File: config.mk
export PLATFORM = sky130hd
export DESIGN_NAME = pac_classifier
export DESIGN_NICKNAME = d
export VERILOG_FILES = /design/src/pac_pkg.sv /design/src/pac_classifier.sv
export VERILOG_INCLUDE_DIRS = /design/src
export SDC_FILE = /design/constraint.sdc
export NUM_CORES = 1
export LEC_CHECK = 0
export ABC_AREA = 1
export BUFFER_PORTS_ARGS = -buffer_cell sky130_fd_sc_hd__buf_2
export CORE_MARGIN = 2
export CORE_UTILIZATION = 46
export DETAILED_ROUTE_END_ITERATION = 16
export PLACE_DENSITY_LB_ADDON = 0.3
export RECOVER_POWER = 100
export SLEW_MARGIN = 20
export SYNTH_ARGS = -nofsm -noshare
export SYNTH_HDL_FRONTEND = slang
export SYNTH_SLANG_ARGS = --single-unit
File: constraint.sdc
create_clock -name i_sys_clk -period 2 [get_ports i_sys_clk]
set_input_delay 0 -clock i_sys_clk [delete_from_list [all_inputs] [get_ports i_sys_clk]]
set_output_delay 0 -clock i_sys_clk [all_outputs]
set_load 0.1 [all_outputs]
File: src/pac_consts.svh
`ifndef PAC_CONSTS_SVH
`define PAC_CONSTS_SVH
`define PAC_IDLE_LO 21'h00_0000
`define PAC_IDLE_HI 21'h1F_FFFF
`define PAC_L1_HI 21'h00_8000
`define PAC_SHORT_HI 21'h1E_0000
`define PAC_L3_HI 21'h1E_8000
`define PAC_L4_HI 21'h1F_0000
`define PAC_RSV1_HI 21'h1F_27FF
`define PAC_INFO_HI 21'h1F_67FF
`define PAC_NET_HI 21'h1F_77FF
`define PAC_TEMP_HI 21'h1F_780F
`define PAC_OPER_HI 21'h1F_781F
`define PAC_RSV2_HI 21'h1F_7FFE
`define PAC_SHORT_MAX_NUM 33'h0_001E_FFFF
`define PAC_LONG_MIN_NUM 33'h0_0020_1001
`define PAC_BATT_DEFAULT 3'h4
`define PAC_PHASE_LSB 2
`define PAC_FRAME_LSB 4
`endif

File: src/pac_pkg.sv
package pac_pkg;
  typedef enum logic [3:0] {
    PAC_IDLE = 4'h0, PAC_LONG1 = 4'h1, PAC_SHORT = 4'h2, PAC_LONG3 = 4'h3,
    PAC_LONG4 = 4'h4, PAC_RESERVED = 4'h5, PAC_INFO = 4'h6, PAC_NETWORK = 4'h7,
    PAC_TEMPORARY = 4'h8, PAC_OPERATOR = 4'h9, PAC_LONG2 = 4'hA
  } pac_class_e;
  typedef enum logic [1:0] {PAC_SINGLE = 2'h0, PAC_ANY = 2'h1, PAC_ALL = 2'h2} pac_mode_e;
  typedef enum logic [1:0] {
    PAC_ST_WAIT = 2'b01,
    PAC_ST_SECOND = 2'b10
  } pac_state_e;
endpackage : pac_pkg

File: src/pac_classifier.sv
`timescale 1ns/1ps
`include "pac_consts.svh"
// Functional notes
// - an address is one short word or two long words in sequence
// - words are classified by value into long1, short, long3, long4, long2
// - all-zero and all-ones words are idle and never match
// - service, network, temporary, operator and reserved short ranges are classified
// - long pairs accepted only as 1-2, 1-3, 1-4, 2-3, 2-4
// - single-phase addresses search only their assigned phase
// - any-phase accepts any phase, one phase per message per frame
// - all-phase may span phases in a frame, searched in every phase
// - battery cycle 0..7 searches assigned frame then every 2^b frames
// - standard rule: phase from bits 3:2, frame from bits 10:4
// - missing battery cycle defaults to 4, one search per 16 frames
// - non-standard addresses take an explicit frame 0..127
// - letters A-L standard derived, U-Z explicit configuration
// - standard subtract 0..3 by address index; U-X select phases 0..3
// - numbers below 2031615 short, above 2101248 long, between rejected
// - short form seven digits, set 1-2 nine, other long ten
// - extended roaming form: ten digits plus leading letter P-S
module pac_classifier (
  input wire logic i_sys_clk,
  input wire logic i_rst_n,
  input wire logic i_ce,
  input wire logic i_word_valid,
  input wire logic [20:0] i_word,
  input wire logic [1:0] i_rx_phase,
  input wire logic [6:0] i_rx_frame,
  input wire logic i_frame_start,
  input wire logic [32:0] i_subscriber_address_code,
  input wire logic [4:0] i_address_type_letter,
  input wire logic [2:0] i_roam_letter,
  input wire logic i_batt_given,
  input wire logic [2:0] i_batt_cycle,
  input wire logic i_frame_given,
  input wire logic [6:0] i_cfg_frame,
  input wire logic [20:0] i_match_w1,
  input wire logic [20:0] i_match_w2,
  input wire logic i_match_long,
  output logic o_class_valid,
  output logic [3:0] o_word_class,
  output logic o_long_pair_ok,
  output logic o_unmatched,
  output logic o_hit,
  output logic o_search_now,
  output logic [1:0] o_assigned_phase,
  output logic [6:0] o_assigned_frame,
  output logic [2:0] o_batt_used,
  output logic [1:0] o_phase_mode,
  output logic o_cfg_reject,
  output logic [3:0] o_digit_count,
  output logic o_roaming
);
  pac_pkg::pac_class_e cls;
  pac_pkg::pac_state_e state_reg;
  logic [3:0] first_cls_reg;
  logic [20:0] first_word_reg;
  logic pair_ok;
  logic idle_w;
  logic long_w;
  logic std_type;
  logic [1:0] sub_amt;
  logic [32:0] adj_addr;
  logic [1:0] phase_next;
  logic [6:0] frame_next;
  logic [2:0] batt_next;
  logic [1:0] mode_next;
  logic [6:0] frame_mask;
  logic in_window;
  logic msg_phase_lock_reg;
  logic [1:0] msg_phase_reg;
  logic cfg_reject_next;
  logic [3:0] digits_next;

  always_comb begin
    idle_w = (i_word == `PAC_IDLE_LO) || (i_word == `PAC_IDLE_HI);
    if (idle_w) cls = pac_pkg::PAC_IDLE;
    else if (i_word <= `PAC_L1_HI) cls = pac_pkg::PAC_LONG1;
    else if (i_word <= `PAC_SHORT_HI) cls = pac_pkg::PAC_SHORT;
    else if (i_word <= `PAC_L3_HI) cls = pac_pkg::PAC_LONG3;
    else if (i_word <= `PAC_L4_HI) cls = pac_pkg::PAC_LONG4;
    else if (i_word <= `PAC_RSV1_HI) cls = pac_pkg::PAC_RESERVED;
    else if (i_word <= `PAC_INFO_HI) cls = pac_pkg::PAC_INFO;
    else if (i_word <= `PAC_NET_HI) cls = pac_pkg::PAC_NETWORK;
    else if (i_word <= `PAC_TEMP_HI) cls = pac_pkg::PAC_TEMPORARY;
    else if (i_word <= `PAC_OPER_HI) cls = pac_pkg::PAC_OPERATOR;
    else if (i_word <= `PAC_RSV2_HI) cls = pac_pkg::PAC_RESERVED;
    else cls = pac_pkg::PAC_LONG2;
  end

  always_comb begin
    long_w = (cls == pac_pkg::PAC_LONG3) || (cls == pac_pkg::PAC_LONG4);
    pair_ok = 1'b0;
    if (first_cls_reg == 4'(pac_pkg::PAC_LONG1)) pair_ok = long_w || (cls == pac_pkg::PAC_LONG2);
    else if (first_cls_reg == 4'(pac_pkg::PAC_LONG2)) pair_ok = long_w;
  end

  // pairing of long first and second words
  always_ff @(posedge i_sys_clk) begin
    if (!i_rst_n) begin
      state_reg <= pac_pkg::PAC_ST_WAIT;
      first_cls_reg <= 4'h0;
      first_word_reg <= 21'h00_0000;
    end else if (i_ce && i_word_valid) begin
      case (state_reg)
        pac_pkg::PAC_ST_WAIT: begin
          if (cls == pac_pkg::PAC_LONG1 || cls == pac_pkg::PAC_LONG2) begin
            state_reg <= pac_pkg::PAC_ST_SECOND;
            first_cls_reg <= 4'(cls);
            first_word_reg <= i_word;
          end
        end
        pac_pkg::PAC_ST_SECOND: begin
          // a long2 after long1 closes the pair; a long1/long2 that fails pairing restarts
          if (!pair_ok && (cls == pac_pkg::PAC_LONG1 || cls == pac_pkg::PAC_LONG2)) begin
            first_cls_reg <= 4'(cls);
            first_word_reg <= i_word;
          end else begin
            state_reg <= pac_pkg::PAC_ST_WAIT;
            first_cls_reg <= 4'h0;
          end
        end
        default: state_reg <= pac_pkg::PAC_ST_WAIT;
      endcase
    end
  end

  // word result outputs
  always_ff @(posedge i_sys_clk) begin
    if (!i_rst_n) begin
      o_class_valid <= 1'b0;
      o_word_class <= 4'h0;
      o_long_pair_ok <= 1'b0;
      o_unmatched <= 1'b0;
      o_hit <= 1'b0;
    end else if (i_ce) begin
      o_class_valid <= i_word_valid;
      o_word_class <= 4'(cls);
      o_long_pair_ok <= i_word_valid && (state_reg == pac_pkg::PAC_ST_SECOND) && pair_ok;
      o_unmatched <= i_word_valid && ((cls == pac_pkg::PAC_RESERVED) || idle_w ||
                     ((state_reg == pac_pkg::PAC_ST_SECOND) && !pair_ok));
      o_hit <= 1'b0;
      if (i_word_valid && !idle_w && in_window && !cfg_reject_next) begin
        if (!i_match_long && (cls != pac_pkg::PAC_RESERVED) && (cls != pac_pkg::PAC_LONG1) &&
            (cls != pac_pkg::PAC_LONG2) && (cls != pac_pkg::PAC_LONG3) && (cls != pac_pkg::PAC_LONG4))
          o_hit <= (i_word == i_match_w1);
        else if (i_match_long && (state_reg == pac_pkg::PAC_ST_SECOND) && pair_ok)
          o_hit <= (first_word_reg == i_match_w1) && (i_word == i_match_w2);
      end
    end
  end

  // address configuration decode
  always_comb begin
    std_type = (i_address_type_letter <= 5'd11);
    sub_amt = i_address_type_letter[1:0];
    adj_addr = i_subscriber_address_code - {31'h0, sub_amt};
    mode_next = pac_pkg::PAC_SINGLE;
    phase_next = 2'h0;
    frame_next = 7'h00;
    if (std_type) begin
      mode_next = 2'(i_address_type_letter[3:2]); // A-D single, E-H any, I-L all
      phase_next = adj_addr[`PAC_PHASE_LSB +: 2];
      frame_next = adj_addr[`PAC_FRAME_LSB +: 7];
      if (i_frame_given) frame_next = i_cfg_frame;
    end else begin
      // U..X = 20..23 single with phase, Y = 24 any, Z = 25 all
      if (i_address_type_letter <= 5'd23) begin
        mode_next = pac_pkg::PAC_SINGLE;
        phase_next = i_address_type_letter[1:0];
      end else if (i_address_type_letter == 5'd24) mode_next = pac_pkg::PAC_ANY;
      else mode_next = pac_pkg::PAC_ALL;
      frame_next = i_cfg_frame;
    end
    batt_next = i_batt_given ? i_batt_cycle : `PAC_BATT_DEFAULT;
    cfg_reject_next = (i_subscriber_address_code >= `PAC_SHORT_MAX_NUM) &&
                      (i_subscriber_address_code < `PAC_LONG_MIN_NUM);
    cfg_reject_next = cfg_reject_next || (i_subscriber_address_code == 33'h0_0000_0000) ||
                      (i_address_type_letter > 5'd25) ||
                      ((i_address_type_letter > 5'd11) && (i_address_type_letter < 5'd20));
    if (i_subscriber_address_code < `PAC_SHORT_MAX_NUM) digits_next = 4'h7;
    else if (i_subscriber_address_code < 33'h0_3B9A_CA00) digits_next = 4'h9;
    else digits_next = 4'hA;
  end

  always_ff @(posedge i_sys_clk) begin
    if (!i_rst_n) begin
      o_assigned_phase <= 2'h0;
      o_assigned_frame <= 7'h00;
      o_batt_used <= `PAC_BATT_DEFAULT;
      o_phase_mode <= 2'h0;
      o_cfg_reject <= 1'b0;
      o_digit_count <= 4'h7;
      o_roaming <= 1'b0;
    end else if (i_ce) begin
      o_assigned_phase <= phase_next;
      o_assigned_frame <= frame_next;
      o_batt_used <= batt_next;
      o_phase_mode <= mode_next;
      o_digit_count <= digits_next;
      o_roaming <= (i_roam_letter != 3'h0) && (digits_next == 4'hA);
      o_cfg_reject <= cfg_reject_next || ((i_roam_letter != 3'h0) && (digits_next != 4'hA));
    end
  end

  // search window: frame match under the battery mask plus phase policy
  always_comb begin
    frame_mask = ~((7'h7F << batt_next) | 7'h00); // low b bits set
    in_window = ((i_rx_frame & frame_mask) == (frame_next & frame_mask));
    case (mode_next)
      pac_pkg::PAC_SINGLE: in_window = in_window && (i_rx_phase == phase_next);
      pac_pkg::PAC_ANY: in_window = in_window && (!msg_phase_lock_reg || (i_rx_phase == msg_phase_reg));
      default: in_window = in_window;
    endcase
  end

  // any-phase: first phase that yields a hit owns the message for the frame
  always_ff @(posedge i_sys_clk) begin
    if (!i_rst_n) begin
      msg_phase_lock_reg <= 1'b0;
      msg_phase_reg <= 2'h0;
    end else if (i_ce) begin
      if (i_frame_start) msg_phase_lock_reg <= 1'b0;
      else if (o_hit && !msg_phase_lock_reg && (o_phase_mode == 2'(pac_pkg::PAC_ANY))) begin
        msg_phase_lock_reg <= 1'b1;
        msg_phase_reg <= i_rx_phase;
      end
    end
  end

  always_ff @(posedge i_sys_clk) begin
    if (!i_rst_n) o_search_now <= 1'b0;
    else if (i_ce) o_search_now <= in_window;
  end
endmodule : pac_classifier

After elaboration in Yosys (flattened, before gate mapping):

Cells that the tools add are included.

* add/subtract/negate cells: 1
* multipliers: 0
* div/mod/pow operators: 0
* $lt $le $gt $ge: 19
* equal/unequal tests: 29
* shifts and indexed selects: 1
* mux-type cells: 38
* bitwise logic cells: 4
* reductions and logical operators: 52

Operator list (number)
* $le 21x21->1 const B: 9
* $eq 21x21->1: 3
* $mux 4: 14
* $mux 21: 2
* $pmux 21 s2: 1
* $ge 33x21->1 const B: 1
* $logic_not 33->1: 1
* $lt 33x21->1 const B: 1
* $lt 33x22->1 const B: 1
* $lt 33x30->1 const B: 1
* $logic_and 1x1->1: 25
* $eq 21x21->1 const B: 1
* $le 21x16->1 const B: 1
* $logic_not 21->1: 1
* $mux 2: 8
* $and 7x7->7: 2
* $mux 7: 2
* $eq 4x4->1 const B: 3
* $logic_or 1x1->1: 11
* $sub 11x2->11: 1
* $reduce_and 3->1: 3
* $eq 4x1->1 const B: 2
* $eq 4x3->1 const B: 2
* $ne 4x3->1 const B: 2
* 29 further kinds: 46

* register bits: 59
* latch bits: 0
* memory bits (writable): 0
* memory bits (read-only): 0
* output and inout bits: 29
* word-level logic and storage cells: 162
* memories kept: 0

Longest topological paths before layout:

Gate-level depths: netlist of run 1.

* word-level depth: 20
* gate-level depth with buffers: 25
* mapped depth without buffers: 23

Worst setup path before layout of run 1:

No wires, ideal clock.

* path type: input to register
* start point: input i_word[6]
* end point: register first_word_reg[15]
* data arrival time: 1828 ps
* data required time: 1887 ps
* slack: 59 ps
* cell stages on the path: 22
* path through: buf_2 -> nor2_2 -> nand2_1 -> nor3_2 -> nand3_1 -> nor2_2 -> nand2_1 -> nand2_2 -> nor2_1 -> nand2_1 -> inv_2 -> nor2_2 -> nand3_1 -> nand3_1 -> nand2_2 -> nand2_2 -> nand2_2 -> nand2_4 -> buf_6 -> nand2_1 -> nand2_1 -> nor2_1

* word-level cells in the longest chain between the ends: 20

Ends and longest elaborated chain
* start, declared: RTL line pac_classifier.sv:26 `input wire logic [20:0] i_word,`
* $le 21x21->1 (no source line)
* $mux 4: RTL line pac_classifier.sv:87 `` else if (i_word <= `PAC_RSV2_HI) cls = pac_pkg::PAC_RESERVED; ``
* $mux 4: RTL line pac_classifier.sv:86 `` else if (i_word <= `PAC_OPER_HI) cls = pac_pkg::PAC_OPERATOR; ``
* $mux 4: RTL line pac_classifier.sv:85 `` else if (i_word <= `PAC_TEMP_HI) cls = pac_pkg::PAC_TEMPORARY; ``
* $mux 4: RTL line pac_classifier.sv:84 `` else if (i_word <= `PAC_NET_HI) cls = pac_pkg::PAC_NETWORK; ``
* $mux 4: RTL line pac_classifier.sv:83 `` else if (i_word <= `PAC_INFO_HI) cls = pac_pkg::PAC_INFO; ``
* $mux 4: RTL line pac_classifier.sv:82 `` else if (i_word <= `PAC_RSV1_HI) cls = pac_pkg::PAC_RESERVED; ``
* $mux 4: RTL line pac_classifier.sv:81 `` else if (i_word <= `PAC_L4_HI) cls = pac_pkg::PAC_LONG4; ``
* [4 not listed]
* $eq 4x2->1 or $eq 4x3->1 (tied branches): RTL line pac_classifier.sv:92 `long_w = (cls == pac_pkg::PAC_LONG3) || (cls == pac_pkg::PAC_LONG4);`
* $logic_or 1x1->1: RTL line pac_classifier.sv:92
* $mux 1 or $logic_or 1x1->1 (tied branches): RTL line pac_classifier.sv:95, pac_classifier.sv:94
* $mux 1: RTL line pac_classifier.sv:94 `if (first_cls_reg == 4'(pac_pkg::PAC_LONG1)) pair_ok = long_w || (cls == pac_pkg::PAC_LONG2);`
* $logic_not 1->1: RTL line pac_classifier.sv:115 `if (!pair_ok && (cls == pac_pkg::PAC_LONG1 || cls == pac_pkg::PAC_LONG2)) begin`
* $logic_and 1x1->1: RTL line pac_classifier.sv:115
* $ne 2x2->1 (no source line)
* $reduce_and 4->1 (no source line) (*)
* end signal, assigned: RTL line pac_classifier.sv:110 `first_word_reg <= i_word;`
* end signal, assigned: RTL line pac_classifier.sv:117 `first_word_reg <= i_word;`
* end, declared: RTL line pac_classifier.sv:57 `logic [20:0] first_word_reg;`

Every way passes the cells marked *; elsewhere a longest branch is shown, timed or not.
A chain may end at the register's enable or synchronous reset.

Worst setup path after layout of run 1:

* start point: input i_word[18]
* end point: register first_word_reg[1]

Same word-level chain as after synthesis.

==> results.sh, run 1 <==
export IMPL_status="finished clean"
export IMPL_drt_initial_drc_count=244
export IMPL_wl_per_cell_um=13.1
export IMPL_fmax_mhz=515
export IMPL_final_util_pct=66.9
export IMPL_portBuffers=159
export IMPL_setup_viol=0
export IMPL_hpwl_mm=11.3
export IMPL_place_ws_ns=-0.218
export IMPL_drtPass1Iterations=7
export IMPL_instances_no_fill=1114
export IMPL_ys_types=38
export IMPL_overflow=0
export IMPL_crit_type="in2reg"
export IMPL_layout_nets=1108
export IMPL_p_per_area_nw_per_um2=541
export IMPL_peakVddDrop_mv=0.335
export IMPL_dp_cells=1082
export IMPL_syn_inst=746
export IMPL_place_area_um2=5940
export IMPL_grt_use_met3_pct=4.78
export IMPL_synth_enable_flop_cells=0
export IMPL_area_growth_synth_to_final_pct=42.2
export IMPL_coreArea_um2=9680
export IMPL_start_util_pct=47.1
export IMPL_ant_nets=0
export IMPL_synth_cell_area_um2=4560
export IMPL_drc=0
export IMPL_via_per_inst=4.93
export IMPL_synth_top_cells_by_area="dfxtp_1, nand2_1, xor2_1, nor2_1, inv_1"
export IMPL_grtUsageTotal_pct=25.8
export IMPL_dr_total_vias=5489
export IMPL_grt_pass1_wl_mm=22.8
export IMPL_syn_nets=878
export IMPL_crit_start="i_word[18]"
export IMPL_cts_reportedPaths_clkPinSlew_ns=0.07
export IMPL_total_power_mw=3.51
export IMPL_grt_pass1_vias=5133
export IMPL_largest_reg_flops=21
export IMPL_cts_tree="yes"
export IMPL_r2r_start="first_word_reg[1]"
export IMPL_ys_ff_latch=59
export IMPL_synth_area_leader_cell="dfxtp_1"
export IMPL_synth_avg_cell_area_um2=6.11
export IMPL_cp_max_fo=12
export IMPL_synth_top_area_share_pct=25.9
export IMPL_gp_congestion=0.935
export IMPL_antenna_found_initial=0
export IMPL_worstMarginPinSlew_ns=1.21
export IMPL_fin_skew_ns=0.0108
export IMPL_rrSetupSlack_ns=0.20
export IMPL_cts_buffers=9
export IMPL_hp_start="i_rx_phase[0]"
export IMPL_leakage_nw=3.27
export IMPL_final_setup_tns_ns=0
export IMPL_diodes=0
export IMPL_final_area_um2=6480
export IMPL_cts_root_buf="clkbuf_8"
export IMPL_period_share_pct=97.2
export IMPL_io_pins=160
export IMPL_die_area_um2=10700
export IMPL_routed_wl_mm=14.6
export IMPL_grt_busiest_layer="met2"
export IMPL_die_w_um=104
export IMPL_cap_violations=0
export IMPL_nFillCells=882
export IMPL_min_path_type="in2reg"
export IMPL_timing_hold_ws_ns=0.0151
export IMPL_slew_headroom_pct=19.6
export IMPL_ys_seq_area_share_pct=25.9
export IMPL_rows=36
export IMPL_critPathRequiredTime_ns=2.23
export IMPL_cts_buffer_depth=2
export IMPL_fp_dieH_um=104
export IMPL_synthArstFlopShare_pct=0
export IMPL_drv_slew=0
export IMPL_clk_insertion_delay_late_ns=0.34
export IMPL_cp_end_kind="flip-flop"
export IMPL_ys_warn_count=0
export IMPL_clock_sinks=59
export IMPL_cp_start_kind="input port"
export IMPL_grt_util_met1_pct=29.6
export IMPL_ys_flop_type="dfxtp_1"
export IMPL_grt_max_degree=27
export IMPL_layout_setup_ws_ns=0.0569
export IMPL_fin_crit_ns=1.94
export IMPL_layout_common_cells="nand2_1, buf_2, nor2_1, inv_1, buf_4"
export IMPL_grt_util_met2_pct=47.6
export IMPL_drive_gt1_share_pct=29.4
export IMPL_finalHoldViolCount=0
export IMPL_ctsHtreeMaxLevel=3
export IMPL_final_common_cell="nand2_1"
export IMPL_cp_arrival_ns=2.18
cell type report:
cell class                 instances  area [um^2]  area share, %
clock buffer                       9          124           1.91
clock inverter                     7          101           1.56
inverter                         102          383           5.91
multi-input combinational        556         2980           45.9
sequential                        59         1180           18.2
tap                              133          166           2.57
timing repair buffer             248         1550           23.9
worst paths after layout:
path                                          end  cells past startpoint
worst min-delay path             msg_phase_reg[0]                      3
worst min register to register   msg_phase_reg[1]                      2
worst max-delay path            first_word_reg[1]                     19
worst max register to register              o_hit                     10
synthesized netlist by cell type, types with 2 or more instances:
| cell type | number |
|---|---|
| or2_2 | 12 |
| nand2_2 | 6 |
| o31ai_1 | 2 |
| nand4_1 | 22 |
| xor2_1 | 50 |
| xnor2_1 | 15 |
| nor4_1 | 19 |
| o211ai_1 | 6 |
| buf_6 | 4 |
| nor2_2 | 5 |
| inv_1 | 94 |
| o21bai_1 | 2 |
| buf_2 | 11 |
| clkbuf_1 | 11 |
| nand2_1 | 167 |
| o21ai_1 | 3 |
| inv_2 | 7 |
| nand3_1 | 50 |
| nor3_1 | 11 |
| o21ai_0 | 33 |
| a21oi_1 | 30 |
| nor2_4 | 2 |
| buf_1 | 2 |
| dfxtp_1 | 59 |
| nor2_1 | 110 |
worst max-delay path, stage by stage:
cell,delay [ns]
buf_2,0.13
buf_4,0.14
nor2_1,0.09
inv_1,0.06
nor4_2,0.21
inv_1,0.10
a21oi_1,0.23
inv_1,0.07
nor2_1,0.17
inv_1,0.08
nand3_1,0.10
nand3_2,0.07
nand2_2,0.08
nand2_2,0.08
nand2_4,0.08
nand2_8,0.10
clkbuf_16,0.19
nor2_1,0.11
nor2_1,0.06
kinds of logic after synthesis:
family                   synth area share [%]
AO/OA/AOI/OAI                            9.91
flip-flops                               25.9
adder cells (fa/ha/maj)                 0.275
AND/OR/NAND/NOR                          39.6
XOR/XNOR                                 12.5
buffers and inverters                    11.8
routing by layer:
| layer | vias up | wire [um] |
|---|---|---|
| li1 | 2833 | - |
| met1 | 2375 | 6060 |
| met2 | 252 | 7130 |
| met3 | 29 | 1080 |
| met4 | 0 | 374 |
| met5 | - | 0 |
timing repair:
action,CTS,global route
hold endpoints to repair,8,0
endpoints found under the setup margin,0,25
hold buffers,7,0
gates resized for setup,0,40
setup buffers,0,5
power breakdown:
part	switching (mW)	total, mW	internal, mW	leakage (nW)
Sequential	0.0222	1.24	1.21	0.482
Clock	0.527	1.24	0.709	0.106
Combinational	0.679	1.03	0.355	2.68
Total	1.23	3.51	2.28	3.27
(Power assumes the default switching activity.)
==> run 2: changes to the inputs <==
- BUFFER_PORTS_ARGS: -buffer_cell sky130_fd_sc_hd__buf_2 -> -buffer_cell sky130_fd_sc_hd__buf_4
==> results.sh, run 2 (synthesized netlist as in run 1, its figures left out) <==
export IMPL_status="finished clean"
export IMPL_coreArea_um2=9680
export IMPL_ant_nets=0
export IMPL_place_ws_ns=-0.251
export IMPL_area_growth_synth_to_final_pct=43.9
export IMPL_clock_power_share_pct=35.6
export IMPL_cts_buffer_depth=2
export IMPL_crit_type="in2reg"
export IMPL_clk_insertion_delay_late_ns=0.34
export IMPL_routed_wl_mm=14.3
export IMPL_hp_start="i_rx_phase[0]"
export IMPL_drc=0
export IMPL_period_share_pct=90.6
export IMPL_p_per_area_nw_per_um2=547
export IMPL_drt_initial_drc_count=186
export IMPL_pwr_share_comb_pct=30.0
export IMPL_cp_end_kind="flip-flop"
export IMPL_peakVddDrop_mv=0.336
export IMPL_drv_slew=0
export IMPL_worstRegToRegCells=10
export IMPL_grt_max_degree=30
export IMPL_hpwl_mm=11.6
export IMPL_fmax_mhz=552
export IMPL_io_pins=160
export IMPL_dr_total_vias=5414
export IMPL_total_power_mw=3.59
export IMPL_clock_sinks=59
export IMPL_drtPass1Iterations=4
export IMPL_gp_congestion=0.967
export IMPL_final_util_pct=67.7
export IMPL_rows=36
export IMPL_cap_violations=0
export IMPL_worstMarginPinSlew_ns=1.21
export IMPL_die_area_um2=10700
export IMPL_grtUsageTotal_pct=26.7
export IMPL_via_per_inst=4.93
export IMPL_cp_arrival_ns=2.04
export IMPL_setup_viol=0
export IMPL_cts_root_buf="clkbuf_8"
export IMPL_diodes=0
export IMPL_final_common_cell="buf_4"
export IMPL_die_w_um=104
export IMPL_timing_rr_end="o_hit"
export IMPL_cts_tree="yes"
export IMPL_grt_pass1_vias=5228
export IMPL_critPathRequiredTime_ns=2.23
export IMPL_start_util_pct=47.1
export IMPL_rrSetupSlack_ns=0.19
export IMPL_overflow=0
export IMPL_crit_path_end="first_word_reg[7]"
export IMPL_p_int_mw=2.37
export IMPL_leakage_nw=3.27
export IMPL_final_setup_tns_ns=0
export IMPL_cts_setup_buffers=0
export IMPL_slew_headroom_pct=19.4
export IMPL_layout_setup_ws_ns=0.189
export IMPL_fin_crit_ns=1.81
export IMPL_min_path_type="in2reg"
export IMPL_cp_max_fo=15
export IMPL_layout_nets=1092
export IMPL_antenna_found_initial=0
export IMPL_crit_start="i_word[17]"
export IMPL_finalHoldViolCount=0
export IMPL_wl_per_cell_um=13.1
export IMPL_switching_share_pct=33.9
export IMPL_layout_common_cells="buf_4, nand2_1, nor2_1, inv_1, dfxtp_1"
export IMPL_largest_reg_flops=21
export IMPL_drive_gt1_share_pct=26.7
export IMPL_dp_cells=1073
export IMPL_power_switching_mw=1.22
export IMPL_r2r_start="first_word_reg[4]"
export IMPL_nFillCells=925
export IMPL_instances_no_fill=1098
export IMPL_cts_reportedPaths_clkPinSlew_ns=0.06
export IMPL_portBuffers=159
export IMPL_fin_skew_ns=0.0170
export IMPL_grt_pass1_wl_mm=23.7
export IMPL_ctsHtreeMaxLevel=3
export IMPL_cp_start_kind="input port"
export IMPL_cts_buffers=9
export IMPL_pwr_share_seq_pct=34.4
export IMPL_fp_dieH_um=104
==> run 2: layout make-up <==
class                      instances  area, um^2  share of cell area (%)
sequential                        59        1180                    18.0
multi-input combinational        556        2910                    44.3
clock buffer                      10         138                    2.10
tap                              133         166                    2.54
timing repair buffer             232        1690                    25.7
inverter                         102         383                    5.84
clock inverter                     6        95.1                    1.45
==> run 2: worst max-delay path, stage by stage <==
cell and delay (ns):
buf_4 0.10, nand2_1 0.08, nor2_4 0.19, nand2_1 0.13, nor4_1 0.21, nand2_1 0.12, nand2_2 0.11, nor2_1 0.06
nand2_1 0.11, inv_2 0.05, nor2_2 0.10, nand3_1 0.09, nand3_1 0.09, nand2_2 0.07, nand2_2 0.07, nand2_2 0.06
nand2_4 0.11, buf_12 0.15, nand2_1 0.05, nand2_1 0.05, nor2_1 0.04
==> run 2: worst min path at each step <==
stage                               to  slack [ns]  cells past startpoint
floorplan           msg_phase_lock_reg        0.12                      1
global placement    msg_phase_lock_reg        0.22                      2
detailed placement  msg_phase_lock_reg        0.23                      2
CTS                   msg_phase_reg[1]       0.003                      3
global route          msg_phase_reg[1]       0.003                      3
finish                msg_phase_reg[0]       0.005                      3
==> run 2: repair_timing <==
| item | in CTS | in global routing |
|---|---|---|
| hold buffers | 8 | 0 |
| resized for setup | 0 | 18 |
| endpoints found under the setup margin | 0 | 27 |
| endpoints found under the hold margin | 9 | 0 |
==> run 2: through the flow <==
step           instance area (um^2)  hold slack (ns)
2_1_floorplan                  4560            0.116
3_3_place_gp                   6270            0.219
3_5_place_dp                   6270            0.227
4_1_cts                        6580          0.00307
5_1_grt                        6560          0.00286
6_report                       6560          0.00473
==> run 2: layer usage <==
metal	GRT usage [%]	up-vias	part of all wire, %
met5	0	-	0
met1	31.4	2371	43
li1	-	2804	-
met3	5.48	35	6.3
met4	10.9	0	3.1
met2	47.3	204	48
==> run 2: power groups by stage <==
stage | Sequential (mW) | Combinational [mW] | Clock [mW]
CTS | 1.24 | 1.10 | 1.29
global route | 1.24 | 1.16 | 1.35
floorplan | 1.52 | 0.362 | 0
global placement | 1.26 | 1.07 | 0
finish | 1.24 | 1.08 | 1.28
detailed placement | 1.26 | 1.08 | 0
==> run 3: changes to the inputs <==
- RECOVER_POWER: 100 -> unset
==> results.sh, run 3 (synthesized netlist as in run 1, its figures left out) <==
export IMPL_slowest_stage="dfxtp_1"
export IMPL_hpwl_mm=11.6
export IMPL_max_stage_delay_ns=0.33
export IMPL_leakage_nw=3.40
export IMPL_drive_gt1_share_pct=29.9
export IMPL_min_path_type="in2reg"
export IMPL_grt_max_degree=30
export IMPL_cts_root_buf="clkbuf_8"
export IMPL_worstMarginPinSlew_ns=0.560
export IMPL_finalHoldViolCount=0
export IMPL_slew_headroom_pct=62.3
export IMPL_grt_pass1_wl_mm=23.7
export IMPL_drt_initial_drc_count=191
export IMPL_ctsHtreeMaxLevel=3
export IMPL_cp_end_kind="flip-flop"
export IMPL_cts_buffers=9
export IMPL_via_per_inst=4.94
export IMPL_wl_met1_mm=5.99
export IMPL_die_area_um2=10700
export IMPL_status="finished clean"
export IMPL_io_pins=160
export IMPL_cts_buffer_depth=2
export IMPL_cp_cell_sequence="xor2_1, nor4_2, nand2_1, nor4_1, nand4_1, nor2_1, nand2_1, nand2_1, nand2_1, a21oi_1"
export IMPL_p_per_area_nw_per_um2=542
export IMPL_total_power_mw=3.62
export IMPL_cts_reportedPaths_clkPinSlew_ns=0.08
export IMPL_antenna_found_initial=0
export IMPL_peakVddDrop_mv=0.343
export IMPL_cp_max_fo=2
export IMPL_cp_buffers_inverters=0
export IMPL_fp_dieH_um=104
export IMPL_fin_skew_ns=0.0160
export IMPL_met2WireLength_mm=6.89
export IMPL_wl_per_cell_um=13.0
export IMPL_cp_top_family="simple AND/OR/NAND/NOR gates"
export IMPL_top_layer="met4"
export IMPL_cp_start_kind="flip-flop"
export IMPL_grtUsageTotal_pct=26.7
export IMPL_drc=0
export IMPL_clock_sinks=59
export IMPL_fin_crit_ns=1.82
export IMPL_fmax_mhz=550
export IMPL_drv_slew=0
export IMPL_portBuffers=159
export IMPL_clk_insertion_delay_late_ns=0.34
export IMPL_die_w_um=104
export IMPL_gp_congestion=0.967
export IMPL_area_growth_synth_to_final_pct=46.5
export IMPL_period_share_pct=90.8
export IMPL_final_common_cell="buf_4"
export IMPL_dr_total_vias=5426
export IMPL_setup_viol=0
export IMPL_place_area_um2=6270
export IMPL_rows=36
export IMPL_coreArea_um2=9680
export IMPL_rrSetupSlack_ns=0.18
export IMPL_drtPass1Iterations=4
export IMPL_cts_setup_buffers=0
export IMPL_final_area_um2=6680
export IMPL_cp_common_cell="nand2_1"
export IMPL_overflow=0
export IMPL_routed_wl_mm=14.3
export IMPL_grt_pass1_vias=5228
export IMPL_cap_violations=0
export IMPL_crit_type="reg2reg"
export IMPL_layout_common_cells="buf_4, nand2_1, nor2_1, inv_1, dfxtp_1"
export IMPL_cts_tree="yes"
export IMPL_route_met3_wl_mm=1.02
export IMPL_largest_reg_flops=21
export IMPL_critPathRequiredTime_ns=2.27
export IMPL_diodes=0
export IMPL_start_util_pct=47.1
export IMPL_layout_nets=1092
export IMPL_cp_arrival_ns=2.08
export IMPL_ant_nets=0
==> run 3: worst register-to-register path, cell delays in order (launching register included) <==
cell     delay (ns)
dfxtp_1        0.33
xor2_1         0.17
nor4_2         0.28
nand2_1        0.09
nor4_1         0.25
nand4_1        0.14
nor2_1         0.18
nand2_1        0.08
nand2_1        0.07
nand2_1        0.05
a21oi_1        0.11
==> run 3: layer usage <==
metal	vias to the layer above	global-route usage, %
li1	2806	-
met1	2372	31.4
met2	212	47.3
met3	36	5.48
met4	0	10.9
met5	-	0
==> run 3: area by class of cell <==
| type | instances | area (um^2) |
|---|---|---|
| inverter | 102 | 383 |
| sequential | 59 | 1180 |
| fill | 891 | 3010 |
| clock buffer | 10 | 138 |
| clock inverter | 6 | 95.1 |
| timing repair buffer | 232 | 1800 |
| multi-input combinational | 556 | 2910 |
| tap | 133 | 166 |
==> run 3: report_power, final <==
part | switching [mW] | total, mW | internal [mW]
sequential | 0.0225 | 1.24 | 1.21
combinational | 0.669 | 1.11 | 0.441
clock | 0.523 | 1.27 | 0.748
==> run 3: worst paths after layout <==
path,startpoint,depth (start not counted),to
max,first_word_reg[4],10,o_hit
min,i_rx_phase[0],3,msg_phase_reg[0]
max reg2reg,first_word_reg[4],10,o_hit
min reg2reg,msg_phase_reg[1],2,msg_phase_reg[1]
==> run 3: stage by stage <==
step | cells | hold WS (ns) | setup slack, ns | TNS [ns] | util (%)
after CTS | 1097 | 0.00307 | 0.0977 | 0 | 68.0
after global routing | 1098 | 0.00286 | -0.0248 | -0.167 | 68.9
after detailed placement | 1073 | 0.227 | -0.251 | -5.54 | 64.7
after floorplan | 746 | 0.116 | 0.0588 | 0 | -
after global placement | 1073 | 0.219 | -0.161 | -3.47 | 64.7
final | 1098 | 0.0126 | 0.183 | 0 | 68.9
==> run 3: what timing repair did <==
| action | 4_1_cts | 5_1_grt |
|---|---|---|
| hold buffers | 8 | 0 |
| endpoints found under the hold margin | 9 | 0 |
| gates resized for setup | 0 | 18 |
| endpoints found under the setup margin | 0 | 27 |
